<file path="src/rtl/pgc_defs.svh">
// constants for the pwm generator control block
// assumes a 32-bit ahb-lite register bus, one word per register
`ifndef PGC_DEFS_SVH
`define PGC_DEFS_SVH
// register byte offsets
`define PGC_OFF_CTRL    8'h00
`define PGC_OFF_GDUTY   8'h04
`define PGC_OFF_MDUTY   8'h08
`define PGC_OFF_PHASE   8'h0C
`define PGC_OFF_PPER    8'h10
`define PGC_OFF_DT      8'h14
`define PGC_OFF_ALTDT   8'h18
`define PGC_OFF_STAT    8'h1C
// generator control field positions
`define PGC_B_FLTPEND   15
`define PGC_B_CLPEND    14
`define PGC_B_TRGPEND   13
`define PGC_B_FAULT_IRQ_ENABLE    12
`define PGC_B_CURRENT_LIMIT_IRQ_ENABLE     11
`define PGC_B_TRIGGER_IRQ_ENABLE    10
`define PGC_B_ITB       9
`define PGC_B_MASTER_DUTY_SELECT      8
`define PGC_B_DTC_HI    7
`define PGC_B_DTC_LO    6
`define PGC_B_COMPENSATION_POLARITY      5
`define PGC_B_MASTER_BASE_SELECT      3
`define PGC_B_CAM       2
`define PGC_B_EXTERNAL_PERIOD_RESET     1
`define PGC_B_IUE       0
// dead-time modes
`define PGC_DT_POS      2'h0
`define PGC_DT_NEG      2'h1
`define PGC_DT_OFF      2'h2
`define PGC_DT_COMP     2'h3
// widths and reset values
`define PGC_DTW         14
`define PGC_ZERO16      16'h0000
`define PGC_ZERO14      14'h0000
`define PGC_PPER_RST    16'hFFF8
`define PGC_HTRANS_NSEQ 2'h2
`define PGC_AW          8
`endif

</file>
<file path="src/rtl/pgc_pkg.sv">
// types for the pwm generator control block
// assumes pgc_defs.svh supplies the numeric constants
package pgc_pkg;
    typedef logic [1:0] pgc_dt_t;
    typedef enum logic [1:0] {
        PGC_UP   = 2'b01,
        PGC_DOWN = 2'b10
    } pgc_dir_e;
endpackage

</file>
<file path="src/rtl/pgc_top.sv">
// pwm generator control: control/duty registers, time base, outputs
// assumes one ahb-lite master, synchronous event inputs on clk_sys
// Notes on behaviour
// - fault pending cleared by writing enable zero
// - current-limit pending cleared by enable zero
// - trigger event raises request, sets pending
// - independent bit picks own period register
// - master duty select picks shared duty
// - two-bit field selects dead-time behaviour
// - polarity honoured only in compensation mode
// - polarity one: input low shortens low
// - polarity zero: input low shortens high
// - base select picks secondary master time base when secondary present
// - center select gives up/down counting
// - center select ignored without independent base
// - current-limit resets independent time base
// - immediate bit or period boundary updates
// - generator duty 16-bit, resets zero
// - control bit 4 reads zero
// - shared master duty 16-bit register
`include "pgc_defs.svh"
`timescale 1ns/1ps
`default_nettype none
module pgc_top (
    input  wire logic           clk_sys,
    input  wire logic           reset_n,
    input  wire logic           hsel,
    input  wire logic [31:0]    haddr,
    input  wire logic [1:0]     htrans,
    input  wire logic           hwrite,
    input  wire logic [2:0]     hsize,
    input  wire logic [31:0]    hwdata,
    input  wire logic           hready,
    output var  logic [31:0]    hrdata,
    output var  logic           hreadyout,
    output var  logic           hresp,
    input  wire logic           fault_event,
    input  wire logic           current_limit_event,
    input  wire logic           trigger_event,
    input  wire logic           primary_tick,
    input  wire logic           primary_sync,
    input  wire logic           secondary_tick,
    input  wire logic           secondary_sync,
    input  wire logic           secondary_present,
    input  wire logic           compensation_input,
    output var  logic           fault_irq_req,
    output var  logic           current_limit_irq_req,
    output var  logic           trigger_irq_req,
    output var  logic           high_side_output,
    output var  logic           low_side_output,
    output var  pgc_pkg::pgc_dt_t dead_time_mode,
    output var  logic           shorten_high,
    output var  logic           shorten_low,
    output var  logic [13:0]    active_dead_time,
    output var  logic [13:0]    active_alt_dead_time,
    output var  logic           period_boundary
);
    import pgc_pkg::*;
    // address match on a word offset
    function automatic logic hit(input logic [7:0] a, input logic [7:0] off);
        hit = (a == off);
    endfunction
    // shadow copy follows source when updates are allowed
    function automatic logic [15:0] upd(input logic [15:0] cur, input logic [15:0] src, input logic go);
        upd = go ? src : cur;
    endfunction

    // bus phase state
    logic           wr_pend_r, wr_pend_nxt;
    logic [7:0]     wr_addr_r, wr_addr_nxt;
    logic [31:0]    rdata_r, rdata_nxt;
    logic           req;
    logic           wr;
    // software registers
    logic           flt_pend_r, flt_pend_nxt;
    logic           cl_pend_r, cl_pend_nxt;
    logic           trg_pend_r, trg_pend_nxt;
    logic [12:0]    ctrl_r, ctrl_nxt;
    logic [15:0]    gduty_r, gduty_nxt;
    logic [15:0]    mduty_r, mduty_nxt;
    logic [15:0]    phase_r, phase_nxt;
    logic [15:0]    pper_r, pper_nxt;
    logic [13:0]    dt_r, dt_nxt;
    logic [13:0]    altdt_r, altdt_nxt;
    logic [15:0]    ctrl_rd;

    // active copies and time base
    logic [15:0]    a_gduty_r, a_gduty_nxt;
    logic [15:0]    a_mduty_r, a_mduty_nxt;
    logic [15:0]    a_phase_r, a_phase_nxt;
    logic [13:0]    a_dt_r, a_dt_nxt;
    logic [13:0]    a_altdt_r, a_altdt_nxt;
    logic [15:0]    cnt_r, cnt_nxt;
    pgc_dir_e       dir_r, dir_nxt;
    logic           bnd;
    logic           tick;
    logic           sync;
    logic [15:0]    per;
    logic [15:0]    duty;
    logic           center;
    logic           xrst;

    // output flops
    logic           hi_r, hi_nxt;
    logic           irq_f_r, irq_c_r, irq_t_r;
    logic           irq_f_nxt, irq_c_nxt, irq_t_nxt;
    logic           sh_h_r, sh_h_nxt;
    logic           sh_l_r, sh_l_nxt;
    logic           bnd_r;

    // control field views
    logic           fie, cie, tie, independent_period_select, master_duty_select, compensation_polarity, master_base_select, center_aligned_select, external_period_reset, immediate_update;
    logic [1:0]     dead_time_control;
    assign fie   = ctrl_r[`PGC_B_FAULT_IRQ_ENABLE];
    assign cie   = ctrl_r[`PGC_B_CURRENT_LIMIT_IRQ_ENABLE];
    assign tie   = ctrl_r[`PGC_B_TRIGGER_IRQ_ENABLE];
    assign independent_period_select   = ctrl_r[`PGC_B_ITB];
    assign master_duty_select  = ctrl_r[`PGC_B_MASTER_DUTY_SELECT];
    assign dead_time_control   = ctrl_r[`PGC_B_DTC_HI:`PGC_B_DTC_LO];
    assign compensation_polarity  = ctrl_r[`PGC_B_COMPENSATION_POLARITY];
    assign master_base_select  = ctrl_r[`PGC_B_MASTER_BASE_SELECT];
    assign center_aligned_select   = ctrl_r[`PGC_B_CAM];
    assign external_period_reset = ctrl_r[`PGC_B_EXTERNAL_PERIOD_RESET];
    assign immediate_update   = ctrl_r[`PGC_B_IUE];

    // control read image, unimplemented bit 4 forced low
    assign ctrl_rd = {flt_pend_r, cl_pend_r, trg_pend_r, ctrl_r[12:5], 1'b0, ctrl_r[3:0]};

    // ahb-lite slave: zero wait states, always okay
    assign req       = hsel && hready && (htrans == `PGC_HTRANS_NSEQ);
    assign wr        = wr_pend_r;
    assign hreadyout = 1'b1;
    assign hresp     = 1'b0;
    assign hrdata    = rdata_r;

    always_comb begin
        wr_pend_nxt = req && hwrite;
        wr_addr_nxt = req ? haddr[7:0] : wr_addr_r;
        rdata_nxt   = 32'h0000_0000;
        if (req && !hwrite) begin
            if (hit(haddr[7:0], `PGC_OFF_CTRL))  rdata_nxt = {16'h0000, ctrl_rd};
            if (hit(haddr[7:0], `PGC_OFF_GDUTY)) rdata_nxt = {16'h0000, gduty_r};
            if (hit(haddr[7:0], `PGC_OFF_MDUTY)) rdata_nxt = {16'h0000, mduty_r};
            if (hit(haddr[7:0], `PGC_OFF_PHASE)) rdata_nxt = {16'h0000, phase_r};
            if (hit(haddr[7:0], `PGC_OFF_PPER))  rdata_nxt = {16'h0000, pper_r};
            if (hit(haddr[7:0], `PGC_OFF_DT))    rdata_nxt = {18'h00000, dt_r};
            if (hit(haddr[7:0], `PGC_OFF_ALTDT)) rdata_nxt = {18'h00000, altdt_r};
            if (hit(haddr[7:0], `PGC_OFF_STAT))  rdata_nxt = {16'h0000, cnt_r};
        end
    end

    always_ff @(posedge clk_sys) begin
        if (!reset_n) begin
            wr_pend_r <= 1'b0;
            wr_addr_r <= 8'h00;
            rdata_r   <= 32'h0000_0000;
        end else begin
            wr_pend_r <= wr_pend_nxt;
            wr_addr_r <= wr_addr_nxt;
            rdata_r   <= rdata_nxt;
        end
    end

    // register writes and sticky pending flags; a set beats a same-cycle clear
    always_comb begin
        ctrl_nxt  = ctrl_r;
        gduty_nxt = gduty_r;
        mduty_nxt = mduty_r;
        phase_nxt = phase_r;
        pper_nxt  = pper_r;
        dt_nxt    = dt_r;
        altdt_nxt = altdt_r;
        if (wr && hit(wr_addr_r, `PGC_OFF_CTRL)) ctrl_nxt = hwdata[12:0];
        if (wr && hit(wr_addr_r, `PGC_OFF_GDUTY)) gduty_nxt = hwdata[15:0];
        if (wr && hit(wr_addr_r, `PGC_OFF_MDUTY)) mduty_nxt = hwdata[15:0];
        if (wr && hit(wr_addr_r, `PGC_OFF_PHASE)) phase_nxt = hwdata[15:0];
        if (wr && hit(wr_addr_r, `PGC_OFF_PPER)) pper_nxt = hwdata[15:0];
        if (wr && hit(wr_addr_r, `PGC_OFF_DT)) dt_nxt = hwdata[`PGC_DTW-1:0];
        if (wr && hit(wr_addr_r, `PGC_OFF_ALTDT)) altdt_nxt = hwdata[`PGC_DTW-1:0];
        flt_pend_nxt = (fie && fault_event) || (flt_pend_r && ctrl_nxt[`PGC_B_FAULT_IRQ_ENABLE]);
        cl_pend_nxt = (cie && current_limit_event) || (cl_pend_r && ctrl_nxt[`PGC_B_CURRENT_LIMIT_IRQ_ENABLE]);
        trg_pend_nxt = (tie && trigger_event) || (trg_pend_r && ctrl_nxt[`PGC_B_TRIGGER_IRQ_ENABLE]);
        irq_f_nxt = fie && fault_event;
        irq_c_nxt = cie && current_limit_event;
        irq_t_nxt = tie && trigger_event;
    end

    always_ff @(posedge clk_sys) begin
        if (!reset_n) begin
            ctrl_r     <= 13'h0000;
            gduty_r    <= `PGC_ZERO16;
            mduty_r    <= `PGC_ZERO16;
            phase_r    <= `PGC_ZERO16;
            pper_r     <= `PGC_PPER_RST;
            dt_r       <= `PGC_ZERO14;
            altdt_r    <= `PGC_ZERO14;
            flt_pend_r <= 1'b0;
            cl_pend_r  <= 1'b0;
            trg_pend_r <= 1'b0;
            irq_f_r    <= 1'b0;
            irq_c_r    <= 1'b0;
            irq_t_r    <= 1'b0;
        end else begin
            ctrl_r     <= ctrl_nxt;
            gduty_r    <= gduty_nxt;
            mduty_r    <= mduty_nxt;
            phase_r    <= phase_nxt;
            pper_r     <= pper_nxt;
            dt_r       <= dt_nxt;
            altdt_r    <= altdt_nxt;
            flt_pend_r <= flt_pend_nxt;
            cl_pend_r  <= cl_pend_nxt;
            trg_pend_r <= trg_pend_nxt;
            irq_f_r    <= irq_f_nxt;
            irq_c_r    <= irq_c_nxt;
            irq_t_r    <= irq_t_nxt;
        end
    end

    // time base source, period, duty and mode selection
    always_comb begin
        tick   = (master_base_select && secondary_present) ? secondary_tick : primary_tick;
        sync   = (master_base_select && secondary_present) ? secondary_sync : primary_sync;
        per    = independent_period_select ? a_phase_r : pper_r;
        duty   = master_duty_select ? a_mduty_r : a_gduty_r;
        center = center_aligned_select && independent_period_select;
        xrst   = external_period_reset && independent_period_select && current_limit_event;
        if (center) begin
            bnd = tick && (dir_r == PGC_DOWN) && (cnt_r == `PGC_ZERO16);
        end else begin
            bnd = tick && (cnt_r >= per);
        end
    end

    // counter: edge-aligned wrap or center-aligned up/down
    always_comb begin
        cnt_nxt = cnt_r;
        dir_nxt = dir_r;
        if (xrst || (!independent_period_select && sync)) begin
            cnt_nxt = `PGC_ZERO16;
            dir_nxt = PGC_UP;
        end else if (tick) begin
            unique case (dir_r)
                PGC_UP: begin
                    if (cnt_r >= per) begin
                        cnt_nxt = center ? cnt_r - 16'h0001 : `PGC_ZERO16;
                        dir_nxt = center ? PGC_DOWN : PGC_UP;
                    end else begin
                        cnt_nxt = cnt_r + 16'h0001;
                    end
                end
                PGC_DOWN: begin
                    if (!center || cnt_r == `PGC_ZERO16) begin
                        cnt_nxt = center ? cnt_r + 16'h0001 : `PGC_ZERO16;
                        dir_nxt = PGC_UP;
                    end else begin
                        cnt_nxt = cnt_r - 16'h0001;
                    end
                end
                default: begin
                    cnt_nxt = `PGC_ZERO16;
                    dir_nxt = PGC_UP;
                end
            endcase
        end
        a_gduty_nxt = upd(a_gduty_r, gduty_r, immediate_update || bnd);
        a_mduty_nxt = upd(a_mduty_r, mduty_r, immediate_update || bnd);
        a_phase_nxt = upd(a_phase_r, phase_r, immediate_update || bnd);
        a_dt_nxt    = immediate_update || bnd ? dt_r : a_dt_r;
        a_altdt_nxt = immediate_update || bnd ? altdt_r : a_altdt_r;
    end

    always_ff @(posedge clk_sys) begin
        if (!reset_n) begin
            cnt_r     <= `PGC_ZERO16;
            dir_r     <= PGC_UP;
            a_gduty_r <= `PGC_ZERO16;
            a_mduty_r <= `PGC_ZERO16;
            a_phase_r <= `PGC_ZERO16;
            a_dt_r    <= `PGC_ZERO14;
            a_altdt_r <= `PGC_ZERO14;
        end else begin
            cnt_r     <= cnt_nxt;
            dir_r     <= dir_nxt;
            a_gduty_r <= a_gduty_nxt;
            a_mduty_r <= a_mduty_nxt;
            a_phase_r <= a_phase_nxt;
            a_dt_r    <= a_dt_nxt;
            a_altdt_r <= a_altdt_nxt;
        end
    end

    // pwm compare and dead-time compensation direction
    always_comb begin
        hi_nxt   = cnt_nxt < duty;
        sh_h_nxt = 1'b0;
        sh_l_nxt = 1'b0;
        if (dead_time_control == `PGC_DT_COMP) begin
            if (compensation_polarity) begin
                sh_l_nxt = !compensation_input;
                sh_h_nxt = compensation_input;
            end else begin
                sh_h_nxt = !compensation_input;
                sh_l_nxt = compensation_input;
            end
        end
    end

    always_ff @(posedge clk_sys) begin
        if (!reset_n) begin
            hi_r   <= 1'b0;
            sh_h_r <= 1'b0;
            sh_l_r <= 1'b0;
            bnd_r  <= 1'b0;
        end else begin
            hi_r   <= hi_nxt;
            sh_h_r <= sh_h_nxt;
            sh_l_r <= sh_l_nxt;
            bnd_r  <= bnd;
        end
    end

    // outputs; lengthening is the complement of shortening
    assign high_side_output      = hi_r;
    assign low_side_output       = !hi_r;
    assign dead_time_mode        = dead_time_control;
    assign shorten_high          = sh_h_r;
    assign shorten_low           = sh_l_r;
    assign active_dead_time      = a_dt_r;
    assign active_alt_dead_time  = a_altdt_r;
    assign period_boundary       = bnd_r;
    assign fault_irq_req         = irq_f_r;
    assign current_limit_irq_req = irq_c_r;
    assign trigger_irq_req       = irq_t_r;
endmodule
`default_nettype wire

</file>
<file path="config.mk">
export PLATFORM = sky130hd
export DESIGN_NAME = pgc_top
export DESIGN_NICKNAME = d
export VERILOG_FILES = /design/src/rtl/pgc_pkg.sv /design/src/rtl/pgc_top.sv
export VERILOG_INCLUDE_DIRS = /design/src /design/src/rtl
export SDC_FILE = /design/constraint.sdc
export NUM_CORES = 1
export LEC_CHECK = 0
export BUFFER_PORTS_ARGS = -buffer_cell sky130_fd_sc_hd__buf_2
export CAP_MARGIN = 15
export CORE_MARGIN = 2
export CORE_UTILIZATION = 25
export CTS_CLUSTER_DIAMETER = 100
export DETAILED_ROUTE_END_ITERATION = 8
export PLACE_DENSITY_LB_ADDON = 0.2
export SETUP_SLACK_MARGIN = 0.1
export SYNTH_ARGS = -nofsm -noshare
export SYNTH_HDL_FRONTEND = slang
export SYNTH_SLANG_ARGS = --single-unit
</file>
<file path="constraint.sdc">
create_clock -name clk_sys -period 8.9 [get_ports clk_sys]
set_input_delay 0 -clock clk_sys [delete_from_list [all_inputs] [get_ports clk_sys]]
set_output_delay 0 -clock clk_sys [all_outputs]
set_load 0.05 [all_outputs]
</file>
==> run_results.csv <==
group,metric,value,unit
outcome,status,"completed",
detailed_routing,remaining_drc_errors,0,
timing,finalHoldWorstSlack,53.4,ps
detailed_routing,drt-wirelength-per-cell,19.5,um
timing,setup_violations,0,
cells_and_area,instances_no_fill,2073,
detailed_routing,met1_length,19200,um
cells_and_area,final_cell_mix,"nand2_1, dfxtp_1, mux2i_1",
synth,synth-seq-area-share,38.9,%
clock_network,cts_tree,"yes",
floorplanning,ios,155,
power_and_ir_drop,power_density,166,mW/mm^2
detailed_routing,drt-total-wl,40400,um
power_and_ir_drop,ir_drop,0.000121,V
timing,worst_slew_pin_slew,1110,ps
critical_path,end_kind,"register",
timing,rsz0062_at_grt,"false",
global_routing,grt_max_degree,197,
timing,min_period,5650,ps
floorplanning,dieHeight,223,um
synth,yosys-top-cells-area,"dfxtp_1, nand2_1, mux2i_1",
timing,drv_slew,0,
global_routing,grt_use_total,16.1,%
detailed_routing,met3_wirelength,2320,um
synth,synth_ff_type,"dfxtp_1",
synth,ys_ff_latch,233,
cells_and_area,final_common_cell,"nand2_1",
cells_and_area,drive_gt1_share,13.9,%
timing,hold_viol_final,0,
cells_and_area,nNetsFinal,1559,
detailed_routing,ant_nets,0,
critical_path,crit_fanout,18,
critical_path,start_kind,"register",
timing,slew-limit-headroom,25.8,%
worst_hold_path,min_path_type,"input port to register",
detailed_routing,first_iter_violations,729,
clock_network,cts.sinks,233,
timing,finalCritPeriodShare,63.5,%
synth,syn_inst,1371,
synth,yosysTopAreaCell,"dfxtp_1",
timing,max_freq,177,MHz
floorplanning,dieArea,0.0497,sq mm
synth,syn_avg_cell_area,8.74,sq um
clock_network,cts_buffer_depth,3,
clock_network,htreeDepth,1,
timing,worst_clock_skew,8.18,ps
detailed_routing,drt_first_pass_iters,5,
clock_network,ctsResizeCount,0,
global_routing,grt_overflow,0,
placed_design,dp_hpwl,27800,um
floorplanning,core_area,0.0475,sq mm
cells_and_area,antenna_cells,0,
synth,synth_top_area_share,38.9,%
global_routing,grt_pass1_wl,61600,um
floorplanning,fp.dieW,223,um
floorplanning,start_util,25.2,%
critical_path,arrival,6140,ps
clock_network,numCtsBuffers,27,
power_and_ir_drop,power_leakage,5.59,nW
clock_network,cts_root_buf,"clkbuf_16",
detailed_routing,via_per_inst,4.88,
clock_network,clock_latency,550,ps
placed_design,dp_cells,1997,
critical_path,worst-setup-path-type,"register to register",
synth,synth_area,0.0120,sq mm
global_routing,antenna_found_initial,1,
detailed_routing,num_vias,10100,
placed_design,gp_congestion,0.875,
clock_network,post_cts_buffers,0,
clock_network,cts.clk_slew.worst_paths,60,ps
critical_path,r2r_cells,17,
floorplanning,rows,80,
synth,async_flop_share,0,%
detailed_routing,highest_layer,"met4",
synth,ys_types,77,
worst_hold_path,holdPathStages,4,
timing,setup_tns,0,ps
job,maxCapViolCount,0,
synth,synth_edf_count,0,
global_routing,grt_pass1_vias,9970,
synth,ys_warn_count,0,
critical_path,required,9390,ps
cells_and_area,syn_to_final_growth,17.2,%
placed_design,io_buffer_count,93,
detailed_routing,route.met2.wl,17900,um
==> cells in the mapped netlist (6+ instances only) <==
cell,instances
nand2_1,371
clkbuf_1,74
dfxtp_1,233
nor2_1,48
buf_4,23
xnor2_1,6
mux4_2,25
inv_1,12
nor2b_1,31
o21ai_0,16
a21oi_1,33
nand3b_1,6
a22oi_1,15
a221oi_1,7
a31oi_1,9
nand4_1,8
a21boi_1,6
ha_1,36
mux2i_1,135
and3_1,18
a22o_1,8
buf_2,7
a21o_1,11
or2_2,9
nand3_1,28
nor3_1,29
a21boi_0,67
==> through the flow <==
stage          setup WS, ps  instance area, sq um  power, W  utilization [%]
2_1_floorplan          4460                 12000   0.00116                -
5_1_grt                3030                 14000   0.00241             29.5
3_3_place_gp           3350                 12800   0.00119             27.0
4_1_cts                3320                 14000   0.00236             29.5
6_report               3250                 14000   0.00233             29.5
3_5_place_dp           3350                 12800   0.00119             27.0
==> final timing paths <==
path	from	to	slack [ps]
worst min register to register	active_dead_time[4]	active_dead_time[4]	450
worst max-delay path	ctrl_r[9]	high_side_output	3250
worst max register to register	ctrl_r[9]	high_side_output	3250
worst min-delay path	htrans[0]	wr_addr_r[1]	50
==> per-layer routing <==
metal	vias to the layer above	GRT usage, %
met5	-	0
met4	0	3.90
met3	57	3.04
met2	281	25.3
met1	4880	22.7
li1	4889	-
==> logic make-up after synthesis <==
| group | synth area share (%) |
|---|---|
| buf+inv | 5.43 |
| simple gates | 21.3 |
| other cells | 0.0627 |
| flops | 38.9 |
| fa+ha+maj | 3.76 |
| mux | 16.5 |
| xor+xnor | 0.804 |
| compound gates | 13.2 |
==> area by class of cell <==
class	instances	area, sq um
inverter	12	45.0
clock inverter	7	116
multi-input combinational	1027	6760
clock buffer	40	785
timing repair buffer	139	902
tap	615	769
sequential	233	4660
fill	5027	33500
==> registers in the layout (all words and copies together), names as in the netlist, 2 cells and up <==
signal,count
a_mduty_r,16
dir_r,2
active_alt_dead_time,14
a_phase_r,16
cnt_r,16
hrdata,16
wr_addr_r,8
altdt_r,14
phase_r,16
a_gduty_r,16
dt_r,14
active_dead_time,14
mduty_r,16
gduty_r,16
ctrl_r,12
pper_r,16
==> worst max-delay path, cell delays in order (launching register included) <==
cell	delay, ps
dfxtp_1	720
buf_4	410
mux2i_1	280
ha_1	280
a21oi_1	210
nor3_1	100
nor4_2	670
a31oi_2	560
nor4_1	380
o32ai_1	140
a31oi_1	210
ha_1	280
a21o_1	160
a21o_1	160
a21oi_1	490
nand2_1	100
a41o_1	280
a21oi_1	160
==> what timing repair did <==
action | 4_1_cts | 5_1_grt
endpoints found under the hold margin | 119 | 0
endpoints found under the setup margin | 0 | 0
hold buffers | 28 | 0
==> report_power, final <==
part	switching, W	leakage, nW	internal (W)
logic	0.0000895	3.28	0.0000429
registers	0.00000287	1.88	0.00104
clock network	0.000460	0.439	0.000692
Power figures use the tool's default switching activity.
